==> src/plld_pkg.sv <==
`default_nettype none
package plld_pkg;
   // Register byte addresses
   localparam logic [7:0] ADDR_WORD1 = 8'h00;
   localparam logic [7:0] ADDR_WORD2 = 8'h04;
   localparam logic [7:0] ADDR_REFCFG = 8'h08;
   localparam logic [7:0] ADDR_STATUS = 8'h0C;
   // Divider word fields
   localparam int SWALLOW_W = 4;
   localparam int MAIN_W = 15;
   localparam int REF_W = 13;
   localparam int SWALLOW_LSB = 0;
   localparam int MAIN_LSB = 4;
   // Reference configuration fields
   localparam int RATIO_LSB = 0;
   localparam int MODSEL_BIT = 13;
   localparam int SENSE_BIT = 14;
   localparam int CPEN_BIT = 15;
   // Status fields
   localparam int STAT_MAIN_LSB = 0;
   localparam int STAT_SWALLOW_LSB = 16;
   localparam int STAT_SMALLMOD_BIT = 20;
   // Prescaler moduli, minus one
   localparam logic [4:0] MOD8_LAST = 5'h07;
   localparam logic [4:0] MOD16_LAST = 5'h0F;
   // Reload guard threshold
   localparam logic [14:0] MAIN_GUARD = 15'h0003;
   // Reset values
   localparam logic [31:0] WORD_RST = 32'h0000_0000;
   localparam logic [31:0] REFCFG_RST = 32'h0000_8001;
endpackage : plld_pkg
`default_nettype wire

==> src/plld_top.sv <==
`default_nettype none
module plld_top #(
   parameter int SWALLOW_W = plld_pkg::SWALLOW_W,
   parameter int MAIN_W = plld_pkg::MAIN_W,
   parameter int REF_W = plld_pkg::REF_W
) (
   // Clocking
   input wire logic clock,
   input wire logic rst_n,
   input wire logic ce,
   // APB slave
   input wire logic psel,
   input wire logic penable,
   input wire logic pwrite,
   input wire logic [7:0] paddr,
   input wire logic [31:0] pwdata,
   output logic [31:0] prdata,
   output logic pready,
   output logic pslverr,
   // Signal inputs
   input wire logic rfIn,
   input wire logic refIn,
   input wire logic word_select,
   // Outputs
   output logic cpUp,
   output logic cpDown,
   output logic div_compare_pulse,
   output logic refComparePulse
);
   logic [31:0] word1;
   logic [31:0] word2;
   logic [31:0] refCfg;
   logic [REF_W-1:0] refBuf;
   logic [SWALLOW_W-1:0] activeA;
   logic [MAIN_W-1:0] activeM;
   logic [SWALLOW_W-1:0] swCnt;
   logic [MAIN_W-1:0] mainCnt;
   logic [4:0] psCnt;
   logic [REF_W-1:0] refCnt;
   logic rfPrev;
   logic refPrev;
   logic pfdUp;
   logic pfdDown;
   logic rfEdge;
   logic refEdge;
   logic swallowDone;
   logic [4:0] psLast;
   logic psPulse;
   logic endCycle;
   logic refEnd;
   logic [MAIN_W-1:0] remaining;
   logic [31:0] selWord;
   logic setupPh;
   logic writeHit;

   function automatic logic addrMapped(input logic [7:0] a);
      addrMapped = (a == plld_pkg::ADDR_WORD1) ||
         (a == plld_pkg::ADDR_WORD2) || (a == plld_pkg::ADDR_REFCFG) ||
         (a == plld_pkg::ADDR_STATUS);
   endfunction : addrMapped

   function automatic logic [31:0] readMux(input logic [7:0] a);
      readMux = 32'h0000_0000;
      case (a)
         plld_pkg::ADDR_WORD1: readMux = word1;
         plld_pkg::ADDR_WORD2: readMux = word2;
         plld_pkg::ADDR_REFCFG: readMux = refCfg;
         plld_pkg::ADDR_STATUS: begin
            readMux[plld_pkg::STAT_MAIN_LSB +: MAIN_W] = mainCnt;
            readMux[plld_pkg::STAT_SWALLOW_LSB +: SWALLOW_W] = swCnt;
            readMux[plld_pkg::STAT_SMALLMOD_BIT] = swallowDone;
         end
         default: readMux = 32'h0000_0000;
      endcase
   endfunction : readMux

   // APB: answer in the first cycle of the access phase, no wait state
   assign setupPh = psel && !penable;
   assign writeHit = psel && penable && pready && pwrite && !pslverr;

   always_ff @(posedge clock) begin
      if (!rst_n) begin
         prdata <= 32'h0000_0000;
         pready <= 1'b0;
         pslverr <= 1'b0;
      end else if (ce) begin
         pready <= setupPh;
         pslverr <= setupPh && !addrMapped(paddr);
         if (setupPh && !pwrite) begin
            prdata <= readMux(paddr);
         end
      end
   end

   // Only the divider and reference configuration fields are kept; other bits read zero
   always_ff @(posedge clock) begin
      if (!rst_n) begin
         word1 <= plld_pkg::WORD_RST;
         word2 <= plld_pkg::WORD_RST;
         refCfg <= plld_pkg::REFCFG_RST;
      end else if (ce && writeHit) begin
         case (paddr)
            plld_pkg::ADDR_WORD1:
               word1 <= {13'h0000, pwdata[SWALLOW_W+MAIN_W-1:0]};
            plld_pkg::ADDR_WORD2:
               word2 <= {13'h0000, pwdata[SWALLOW_W+MAIN_W-1:0]};
            plld_pkg::ADDR_REFCFG: refCfg <= {16'h0000, pwdata[15:0]};
            default: ;
         endcase
      end
   end

   // Input edge detection
   assign rfEdge = rfIn && !rfPrev;
   assign refEdge = refIn && !refPrev;

   always_ff @(posedge clock) begin
      if (!rst_n) begin
         rfPrev <= 1'b0;
         refPrev <= 1'b0;
      end else if (ce) begin
         rfPrev <= rfIn;
         refPrev <= refIn;
      end
   end

   // Dual-modulus prescaler
   assign swallowDone = (swCnt >= activeA);
   assign psLast = refCfg[plld_pkg::MODSEL_BIT] ?
      (swallowDone ? plld_pkg::MOD8_LAST : plld_pkg::MOD8_LAST + 5'h01) :
      (swallowDone ? plld_pkg::MOD16_LAST : plld_pkg::MOD16_LAST + 5'h01);
   assign psPulse = rfEdge && (activeM != '0) && (psCnt == psLast);
   // At or past the count, so a shortened word still ends the cycle
   assign endCycle = psPulse && (mainCnt >= activeM - 1'b1);

   always_ff @(posedge clock) begin
      if (!rst_n) begin
         psCnt <= 5'h00;
      end else if (ce && rfEdge && activeM != '0) begin
         psCnt <= (psCnt == psLast) ? 5'h00 : psCnt + 5'h01;
      end
   end

   // Swallow and main counters; A at N+1 then M-A at N gives MN+A
   always_ff @(posedge clock) begin
      if (!rst_n) begin
         swCnt <= '0;
         mainCnt <= '0;
      end else if (ce && psPulse) begin
         if (endCycle) begin
            swCnt <= '0;
            mainCnt <= '0;
         end else begin
            if (!swallowDone) begin
               swCnt <= swCnt + 1'b1;
            end
            mainCnt <= mainCnt + 1'b1;
         end
      end
   end

   // Working word follows the selected buffer only with margin left or while activeM is zero,
   // so a word half way through a change never reaches the counters
   assign selWord = word_select ? word1 : word2;
   assign remaining = activeM - mainCnt;

   always_ff @(posedge clock) begin
      if (!rst_n) begin
         activeA <= '0;
         activeM <= '0;
      end else if (ce && (remaining > plld_pkg::MAIN_GUARD ||
            activeM == '0)) begin
         activeA <= selWord[plld_pkg::SWALLOW_LSB +: SWALLOW_W];
         activeM <= selWord[plld_pkg::MAIN_LSB +: MAIN_W];
      end
   end

   // Reference divider, reloads from its buffer; ratio 0 acts as 1
   assign refEnd = refEdge &&
      (refCnt + 1'b1 >= refBuf || refBuf == '0);

   always_ff @(posedge clock) begin
      if (!rst_n) begin
         refBuf <= '0;
         refCnt <= '0;
      end else if (ce) begin
         if (refEnd || refEdge == 1'b0 && refCnt == '0) begin
            refBuf <= refCfg[plld_pkg::RATIO_LSB +: REF_W];
         end
         if (refEnd) begin
            refCnt <= '0;
         end else if (refEdge) begin
            refCnt <= refCnt + 1'b1;
         end
      end
   end

   plld_pfd plld_pfd_inst (
      .clock(clock),
      .rst_n(rst_n),
      .ce(ce),
      .divPulse(endCycle),
      .refPulse(refEnd),
      .sense(refCfg[plld_pkg::SENSE_BIT]),
      .up(pfdUp),
      .down(pfdDown)
   );

   // Charge pump enable gates cpUp and cpDown only; detector keeps tracking phase
   always_ff @(posedge clock) begin
      if (!rst_n) begin
         cpUp <= 1'b0;
         cpDown <= 1'b0;
         div_compare_pulse <= 1'b0;
         refComparePulse <= 1'b0;
      end else if (ce) begin
         cpUp <= pfdUp && refCfg[plld_pkg::CPEN_BIT];
         cpDown <= pfdDown && refCfg[plld_pkg::CPEN_BIT];
         div_compare_pulse <= refCfg[plld_pkg::SENSE_BIT] ? refEnd : endCycle;
         refComparePulse <= refCfg[plld_pkg::SENSE_BIT] ? endCycle : refEnd;
      end
   end
endmodule : plld_top
`default_nettype wire

==> src/plld_pfd.sv <==
`default_nettype none
module plld_pfd (
   // Clocking
   input wire logic clock,
   input wire logic rst_n,
   input wire logic ce,
   // Divided pulses
   input wire logic divPulse,
   input wire logic refPulse,
   input wire logic sense,
   // Detector state
   output logic up,
   output logic down
);
   logic setUp;
   logic setDown;

   // Sense swaps which pulse sets which flip-flop
   assign setUp = sense ? divPulse : refPulse;
   assign setDown = sense ? refPulse : divPulse;

   // Both set: cleared next edge, a one-cycle overlap keeps gain
   // linear through zero phase; a new set wins over the clear
   always_ff @(posedge clock) begin
      if (!rst_n) begin
         up <= 1'b0;
         down <= 1'b0;
      end else if (ce) begin
         up <= ((up && down) ? 1'b0 : up) | setUp;
         down <= ((up && down) ? 1'b0 : down) | setDown;
      end
   end
endmodule : plld_pfd
`default_nettype wire

==> config.mk <==
export PLATFORM = sky130hd
export DESIGN_NAME = plld_top
export DESIGN_NICKNAME = d
export VERILOG_FILES = /design/src/plld_pkg.sv /design/src/plld_top.sv /design/src/plld_pfd.sv
export SDC_FILE = /design/constraint.sdc
export NUM_CORES = 1
export LEC_CHECK = 0
export CAP_MARGIN = 20
export CELL_PAD_IN_SITES_DETAIL_PLACEMENT = 1
export CELL_PAD_IN_SITES_GLOBAL_PLACEMENT = 2
export CORE_MARGIN = 3
export CORE_UTILIZATION = 37
export CTS_BUF_LIST = sky130_fd_sc_hd__clkbuf_4 sky130_fd_sc_hd__clkbuf_8
export CTS_CLUSTER_SIZE = 8
export DETAILED_ROUTE_END_ITERATION = 12
export DONT_BUFFER_PORTS = 1
export PLACE_DENSITY = 0.88
export SYNTH_ARGS = -nofsm -noshare
export SYNTH_HDL_FRONTEND = slang
export SYNTH_HIERARCHICAL = 1
export SYNTH_SLANG_ARGS = --single-unit
==> constraint.sdc <==
create_clock -name clock -period 3.2 [get_ports clock]
set_input_delay 0.64 -clock clock [delete_from_list [all_inputs] [get_ports clock]]
set_output_delay 0.64 -clock clock [all_outputs]
set_load 0.1 [all_outputs]
# After elaboration in Yosys (flattened, before gate mapping)
# Cells that the tools add are included.
totals:
  input_bits: 49
  regBits: 154
  wordCells: 103
  output_inout_bits: 38
op_classes:
  reduce_logical: 47
  n_lt_le_gt_ge: 4
  n_eq_ne: 5
  n_bitwise: 3
  n_addsub: 6
  mux: 17
op_table:
  columns: ["operator", "count"]
  rows:
  - ["case mux 15 bit (4 select lines)", 1]
  - ["zero test 13 bit", 2]
  - ["two-way mux 13 bit", 2]
  - ["logical AND 1 bit", 22]
  - ["two-way mux 19 bit", 1]
  - ["== test 8 x 4 -> 1 bit (second input constant)", 2]
  - ["adder 15 x 1 -> 15 bit (second input constant)", 1]
  - ["greater-or-equal comparator 15 bit", 1]
  - ["> comparator 15 x 2 -> 1 bit (second input constant)", 1]
  - ["zero test 15 bit", 1]
  - ["two-way mux 15 bit", 1]
  - ["two-way mux 5 bit", 3]
  - ["case mux 5 bit (3 select lines)", 1]
  - ["nonzero test 15 bit", 1]
  - ["subtractor 15 x 1 -> 15 bit (second input constant)", 1]
  - ["subtractor 15 bit", 1]
  - ["AND reduction 2 bit", 7]
  - ["adder 13 x 1 -> 13 bit (second input constant)", 1]
  - ["greater-or-equal comparator 13 bit", 1]
  - ["two-way mux 4 bit", 3]
  - ["== test 8 x 3 -> 1 bit (second input constant)", 1]
  - ["zero test 8 bit", 1]
  - ["zero test 1 bit", 6]
  - ["logical OR 1 bit", 6]
  - ["other kinds (10)", 14]

# Longest topological paths before layout
# Gate-level depths: netlist of run 1.
depth:
  ltp_word: 8
  depth_mapped: 15
  mapped_depth_nobuf: 14

# Cells and area by module
# Netlist of run 1, hierarchy kept.
modules_own_cells:
  columns: ["module", "cells_per_inst", "instances", "area_per_inst_um2", "seq_area_each_um2"]
  rows:
  - ["plld_top", 1008, 1, 8976.1, 3042.9]
  - ["plld_pfd", 9, 1, 96.3, 40.0]

# Worst setup path before layout of run 1
# No wires, ideal clock.
synth_path:
  path_kind: "flip-flop to flip-flop"
  from: "register refCnt[0]"
  to: "register refBuf[10]"
  stages_incl_launch_ff: 16
  synth_period_minus_slack_ns: 3.204
  t_required_ns: 3.084
  setup_slack_ns: -0.004
  t_arrival_ns: 3.088
  setup_time_ns: 0.116
  path_buffers: 1
  path_cell_list: "dfxtp_1 > ha_1 > and3_1 > and3_1 > and3_1 > and3_1 > xor2_1 > ha_1 > a21oi_1 > nor2b_1 > o21ai_0 > o211ai_1 > a32oi_2 > buf_6 > mux2i_1 > nor2b_1"
synth_via:
  elab_chain_len: 6
  word_cells_on_any_way: 8
  classes_between: "add/sub (1); order compare (1); reduce/logical (6)"
synth_rtl:
  columns: ["element", "line", "source"]
  rows:
  - ["start: declaration", "plld_top.sv:39", "logic [REF_W-1:0] refCnt;"]
  - ["start signal: assignment", "plld_top.sv:193", "refCnt <= refCnt + 1'b1;"]
  - ["adder 13 x 1 -> 13 bit", "plld_top.sv:180", "(refCnt + 1'b1 >= refBuf || refBuf == '0);"]
  - ["greater-or-equal comparator 13 bit", "plld_top.sv:180", null]
  - ["logical OR 1 bit", "plld_top.sv:180", null]
  - ["logical AND 1 bit", "plld_top.sv:179", "assign refEnd = refEdge &&"]
  - ["logical OR 1 bit *", "plld_top.sv:187", "if (refEnd || refEdge == 1'b0 && refCnt == '0) begin"]
  - ["AND reduction 2 bit (no line) *", null, null]
  - ["end signal: assignment", "plld_top.sv:188", "refBuf <= refCfg[plld_pkg::RATIO_LSB +: REF_W];"]
  - ["end: declaration", "plld_top.sv:33", "logic [REF_W-1:0] refBuf;"]
# Mark *: on every way between the ends. The rest lies on a longest branch, timed or not.
# A chain may end at the register's enable or synchronous reset.

# Final worst setup path of run 1
layout_path:
  from: "register activeM[0]"
  to: "register swCnt[1]"
layout_via:
  elab_chain_len: 6
  word_cells_on_any_way: 10
  classes_between: "add/sub (1); order compare (1); eq/ne (1); mux (1); reduce/logical (6)"
layout_rtl:
  columns: ["element", "line", "source"]
  rows:
  - ["start: declaration", "plld_top.sv:35", "logic [MAIN_W-1:0] activeM;"]
  - ["start signal: assignment", "plld_top.sv:174", "activeM <= selWord[plld_pkg::MAIN_LSB +: MAIN_W];"]
  - ["branches (longest 6 deep; another with subtractor 15 x 1 -> 15 bit)", null, null]
  - ["end signal: assignment", "plld_top.sv:155", "swCnt <= swCnt + 1'b1;"]
  - ["end: declaration", "plld_top.sv:36", "logic [SWALLOW_W-1:0] swCnt;"]
# Parallel ways; which one is timed is not known.

==> results of run 1 <==
-- per-layer routing --
metal | global-route usage | part of all wire | up-vias
met5 | 0 | 0 | -
met4 | 0.0719 | 0.027 | 0
met2 | 0.344 | 0.50 | 111
li1 | - | - | 3658
met3 | 0.0445 | 0.046 | 39
met1 | 0.248 | 0.43 | 3709
-- state kept, by name (all words and copies together) (netlist names), 4 cells and up --
register  count
refCfg       16
prdata       21
word2        19
psCnt         5
mainCnt      15
word1        19
activeM      15
activeA       4
refCnt       13
refBuf       13
swCnt         4
-- critical path, stage by stage (launching register included) --
cell      delay (ns)
dfxtp_2         0.35
inv_2           0.09
ha_2            0.19
nor3b_2         0.19
buf_4           0.18
nand2_2         0.07
nor2_2          0.11
xnor2_1         0.08
ha_1            0.30
nand4_1         0.15
or3_1           0.41
a31o_2          0.23
o311ai_4        0.16
buf_6           0.18
nor2_1          0.05
o21ai_0         0.19
a21boi_0        0.11
-- path summary, 6_finish.rpt --
path	from	endpoint	slack (ns)	cells after the start
max	activeM[0]$_SDFFE_PN0P_	swCnt[1]$_SDFFE_PN0P_	0.05	16
min	ce	div_compare_pulse$_SDFFE_PN0P_	0.26	1
max reg2reg	activeM[0]$_SDFFE_PN0P_	swCnt[1]$_SDFFE_PN0P_	0.05	16
min reg2reg	activeA[2]$_SDFFE_PN0P_	activeA[2]$_SDFFE_PN0P_	0.47	2
-- synthesized netlist by cell type, types with 12 or more instances --
library cell	n
nor4_1	12
nand3b_1	14
o21ai_0	29
mux4_2	15
dfxtp_1	154
a21oi_1	18
a21boi_0	55
nand2b_1	25
and3_1	12
nand3_1	24
nor2_1	45
ha_1	54
xnor2_1	31
nor2b_1	66
a22oi_1	20
clkbuf_1	35
inv_1	44
mux2i_1	61
xor2_1	18
nor3_1	14
o211ai_1	23
nand2_1	124
-- cells by family after synthesis --
| group | after synthesis |
|---|---|
| mux | 80 |
| flops | 154 |
| xor+xnor | 49 |
| simple gates | 379 |
| compound gates | 194 |
| buf+inv | 105 |
| fa+ha+maj | 55 |
| other cells | 1 |
-- cells in the final DEF (no fill, tap or decap), types with 5 or more instances in the layout --
master and instances:
nor3_1 14, inv_1 41, nor4_2 6, mux2i_1 61, o211ai_1 23, nand3_1 23
clkbuf_8 17, a21oi_1 15, conb_1 11, nand2_1 122, nand3b_1 14, xnor2_1 29
and2_1 6, a21boi_1 11, nand4_1 11, a21o_1 9, mux4_2 15, nor2_1 41
xor2_1 17, nand2b_1 25, o21ai_0 25, a31oi_1 5, ha_1 49, and3_4 8
dfxtp_1 147, nor4_1 5, buf_6 7, a21boi_0 44, buf_4 65, a22oi_1 20
nor2b_1 66
-- cell type report --
type                    count  area [µm²]  share of cell area
well taps                 319         399              0.0378
clock inverters            13         144              0.0136
inverters                  44         165              0.0156
clock buffers              19         249              0.0236
repair buffers             77         679              0.0643
flip-flops and latches    154        3100               0.293
multi-input cells         768        5830               0.552
-- timing repair --
action,4_1_cts,5_1_grt
setup buffers,9,7
pin swaps,6,28
endpoints found under the setup margin,51,68
resized for setup,14,75
gates cloned,2,1
-- power by group through the flow --
stage | Combinational (mW) | Clock, mW | Sequential [mW]
after floorplan | 0.436 | 0 | 2.02
after global placement | 0.520 | 0 | 2.01
after detailed placement | 0.532 | 0 | 2.01
after CTS | 0.570 | 1.53 | 1.97
after global routing | 0.645 | 1.63 | 1.97
final | 0.598 | 1.49 | 1.97
-- metrics by stage --
step	cells	power [mW]
after floorplan	1027	2.45
after global placement	1344	2.53
after detailed placement	1344	2.54
after CTS	1387	4.07
after global routing	1394	4.24
final	1394	4.06
==> metrics.cfg, run 1 <==
[layout]
area_delta_synth_final_pct = 16.5
final_net_count = 1166
drive_gt1_frac = 0.186
insertedDiodeCount = 0
utilization = 0.445
final_area_um2 = 10600
fill_cells = 2720

[clocking]
cts_hold_buf = 0
htree_num_levels = 4
clkTransAtPathRegs_ns = 0.09
numCtsBuffers = 17
root_buffer = clkbuf_8
cts_tree = done
clkLatencyLatePin_ns = 0.47
cts.sinks = 154
cts.path.max_buffers = 2

[synthesis]
synthCells = 1017
synthXorXnorAreaFrac = 0.0473
synth_fa_ha_area_frac = 0.0767
synth_area_per_cell_um2 = 8.92
synth_compound_area_frac = 0.154
synthSimpleGateAreaFrac = 0.219
syn_area_um2 = 9070
synth_top_family_by_area = simple AND/OR/NAND/NOR gates
synth_mux_area_frac = 0.110
synth_top_area_frac = 0.340
synth_top_area_cell = dfxtp_1
yosys-top-cells-area = dfxtp_1, ha_1, mux2i_1, nand2_1, a21boi_0
synth_cell_type_count = 73
synth_warnings = 6
synth_async_sr_flop_share = 0
ys_seq_elements = 154
synth_edf_count = 0
synth-main-ff-cell = dfxtp_1
seq_area_frac_synth = 0.340

[sta]
skew_ns = 0.0200
final.min_clock_period_ns = 3.15
slew_headroom = 0.305
fin_crit_sh = 0.984
slew_violations = 0
setup_viol = 0
timing.hold.ws_ns = 0.261
fin_ws_ns = 0.0505
fmax_mhz = 318
worst_slew_pin_slew_ns = 1.04
rsz0062_at_grt = true
finalHoldViolations = 0
fin_tns_setup_ns = 0

[drt]
drt_iter0_drc = 401
vias = 7517
drt_first_pass_iters = 4
remaining_drc_errors = 0
antenna_left = 0
routed_wl_mm = 26.9
wire_per_inst_um = 19.3
vias_per_cell = 5.39

[pwr]
seqPwrFrac = 0.484
combPwrFrac = 0.148
power.share.switching = 0.282
power_density_nw_per_um2 = 384
leakage_nw = 4.10
peakVddDrop_mv = 0.254
power.internal_mw = 2.91
pwr-share-clk = 0.368
p_sw_mw = 1.14

[placement]
placed_area_um2 = 9700
io_buffers = 0
post-dp-hpwl_mm = 19.4
place_ws_ns = -0.283
globalplace.congestion = 0.901

[floorplan]
dieArea_um2 = 26400
core_area_um2 = 23800
pin_count = 87
fp-row-count = 56
initial_utilization = 0.382
die_w_um = 163
die_h_um = 163

[min_path]
hold_path.class = in2reg

[global_route]
antenna_found_initial = 0
grt_pass1_vias = 7747
grt_usage = 0.201
grt_overflow = 0
grt_pass1_wl_mm = 42.2
grt_max_degree = 160

[outcome]
outcome = complete, no violations

[flow_run]
max_cap_viol_count = 0

[critical_path]
crit_path_max_fanout = 5
crit_path_start_kind = flip-flop
crit_arrival_ns = 3.49
path_class = reg2reg
end_kind = flip-flop
cp.required_ns = 3.54

No activity file was read; power rests on OpenSTA's default activity.
==> inputs of run 2 (changes only) <==
RECOVER_POWER = 100   (was not set)
==> metrics.cfg, run 2 (synthesized netlist as in run 1, its figures left out) <==
[floorplan]
die_h_um = 163  ; unchanged
core_area_um2 = 23800  ; unchanged
dieArea_um2 = 26400  ; unchanged
fp-row-count = 56  ; unchanged
pin_count = 87  ; unchanged
initial_utilization = 0.382  ; unchanged
die_w_um = 163  ; unchanged

[drt]
remaining_drc_errors = 0  ; unchanged
drt_first_pass_iters = 5  ; +1
vias = 7529  ; +0.16%
antenna_left = 0  ; unchanged
wire_per_inst_um = 19.3  ; -0.38%
vias_per_cell = 5.40  ; +0.16%
drt_iter0_drc = 397  ; -1.0%
routed_wl_mm = 26.8  ; -0.38%

[global_route]
grt_pass1_vias = 7747  ; unchanged
grt_max_degree = 160  ; unchanged
antenna_found_initial = 0  ; unchanged
grt_pass1_wl_mm = 42.2  ; unchanged
grt_usage = 0.201  ; unchanged
grt_overflow = 0  ; unchanged

[sta]
skew_ns = 0.0208  ; +0.000859 ns
fin_crit_sh = 0.986  ; +0.00225
fin_tns_setup_ns = 0  ; unchanged
fmax_mhz = 317  ; -0.23%
slew_violations = 0  ; unchanged
final.min_clock_period_ns = 3.16  ; +0.00721 ns
worst_slew_pin_slew_ns = 1.36  ; +0.321 ns
finalHoldViolations = 0  ; unchanged
rsz0062_at_grt = true
slew_headroom = 0.0922  ; -0.213
setup_viol = 0  ; unchanged

[pwr]
peakVddDrop_mv = 0.253  ; -0.16%
leakage_nw = 4.07  ; -0.66%
power_density_nw_per_um2 = 385  ; +0.22%

[layout]
area_delta_synth_final_pct = 16.1
insertedDiodeCount = 0  ; unchanged
multi_input_area_um2 = 5820  ; -0.30%
seqCellArea_um2 = 3100  ; unchanged
largest_reg_flops = 21  ; unchanged
largest_register = prdata
top_regs = prdata x21, word1 x19, word2 x19
drive_gt1_frac = 0.180  ; -0.00651
final_net_count = 1166  ; unchanged
mostFrequentLayoutCell = dfxtp_1
fill_cells = 2724  ; +0.15%
final_area_um2 = 10500  ; -0.33%
layout_common_cells = dfxtp_1, nand2_1, nor2b_1

[outcome]
outcome = complete, no violations

[clocking]
cts_hold_buf = 0  ; unchanged
cts.sinks = 154  ; unchanged
clkTransAtPathRegs_ns = 0.09  ; about the same
numCtsBuffers = 17  ; unchanged
htree_num_levels = 4  ; unchanged
clkLatencyLatePin_ns = 0.47  ; about the same
cts_tree = done
cts.path.max_buffers = 2  ; unchanged
root_buffer = clkbuf_8

[flow_run]
max_cap_viol_count = 0  ; unchanged

[critical_path]
crit_arrival_ns = 3.50  ; about the same
r2r-end = swCnt[1]$_SDFFE_PN0P_
cp.required_ns = 3.54  ; about the same
end_kind = flip-flop
ff2ff_setup_slack_ns = 0.04  ; about the same
rr_worst_depth = 16  ; unchanged
crit_path_start_kind = flip-flop
r2r-start = activeM[0]$_SDFFE_PN0P_
crit_path_max_fanout = 5  ; unchanged
path_class = reg2reg

[placement]
post-dp-hpwl_mm = 19.4  ; unchanged
io_buffers = 0  ; unchanged
globalplace.congestion = 0.901  ; unchanged
placed_area_um2 = 9700  ; unchanged

[min_path]
min_path_cells = 1  ; unchanged
holdPathEnd = refComparePulse$_SDFFE_PN0P_
hold_path.class = in2reg
min_from = ce

run 2: where the power goes:
group / leakage (nW) / internal, mW / switching, mW
combinational: 2.63 / 0.265 / 0.329
sequential: 1.25 / 1.93 / 0.0334
clock: 0.190 / 0.714 / 0.779
run 2: worst max-delay path by stage:
stage	startpoint	endpoint	slack [ns]	depth (start not counted)
3_3_place_gp	activeM[0]$_SDFFE_PN0P_	refComparePulse$_SDFFE_PN0P_	-0.17	13
2_1_floorplan	refCnt[0]$_SDFFE_PN0P_	refBuf[10]$_SDFFE_PN0P_	0.007	15
3_5_place_dp	activeM[0]$_SDFFE_PN0P_	div_compare_pulse$_SDFFE_PN0P_	-0.28	13
4_1_cts	refCnt[0]$_SDFFE_PN0P_	refBuf[10]$_SDFFE_PN0P_	0.0008	15
6_report	activeM[0]$_SDFFE_PN0P_	swCnt[1]$_SDFFE_PN0P_	0.04	16
5_1_grt	refCnt[1]$_SDFFE_PN0P_	refBuf[10]$_SDFFE_PN0P_	-0.09	16
run 2: per-layer routing:
metal	GRT usage	share of wire	up-vias
met1	0.248	0.43	3720
met5	0	0	-
met3	0.0445	0.043	41
li1	-	-	3663
met4	0.0719	0.026	0
met2	0.344	0.50	105
run 2: area by class of cell:
cell class                 instances  share of cell area
clock buffer                      19              0.0236
clock inverter                    13              0.0137
inverter                          44              0.0157
multi-input combinational        768               0.552
sequential                       154               0.294
tap                              319              0.0379
timing repair buffer              77              0.0628
run 2: timing repair:
action	in CTS	in global routing
endpoints found under the setup margin	51	68
setup buffers	9	7
gates cloned	2	1
resized for setup	14	75
pin swaps	6	28
run 2: through the flow:
step	util	setup slack, ns	power, mW	std cells	hold WS [ns]
global route	0.443	-0.0948	4.24	1394	0.223
global placement	0.408	-0.169	2.53	1344	0.447
CTS	0.433	0.000804	4.07	1387	0.222
finish	0.443	0.0433	4.05	1394	0.266
detailed placement	0.408	-0.283	2.54	1344	0.453
floorplan	-	0.00692	2.45	1027	0.438
run 2: worst max-delay path, cell delays in order (launching register included):
cell      delay [ns]
dfxtp_2         0.35
inv_2           0.09
ha_2            0.19
nor3b_2         0.19
buf_4           0.18
nand2_2         0.07
nor2_2          0.11
xnor2_1         0.08
ha_1            0.30
nand4_1         0.15
or3_1           0.41
a31o_2          0.23
o311ai_4        0.16
buf_6           0.18
nor2_1          0.05
o21ai_0         0.19
a21boi_0        0.11
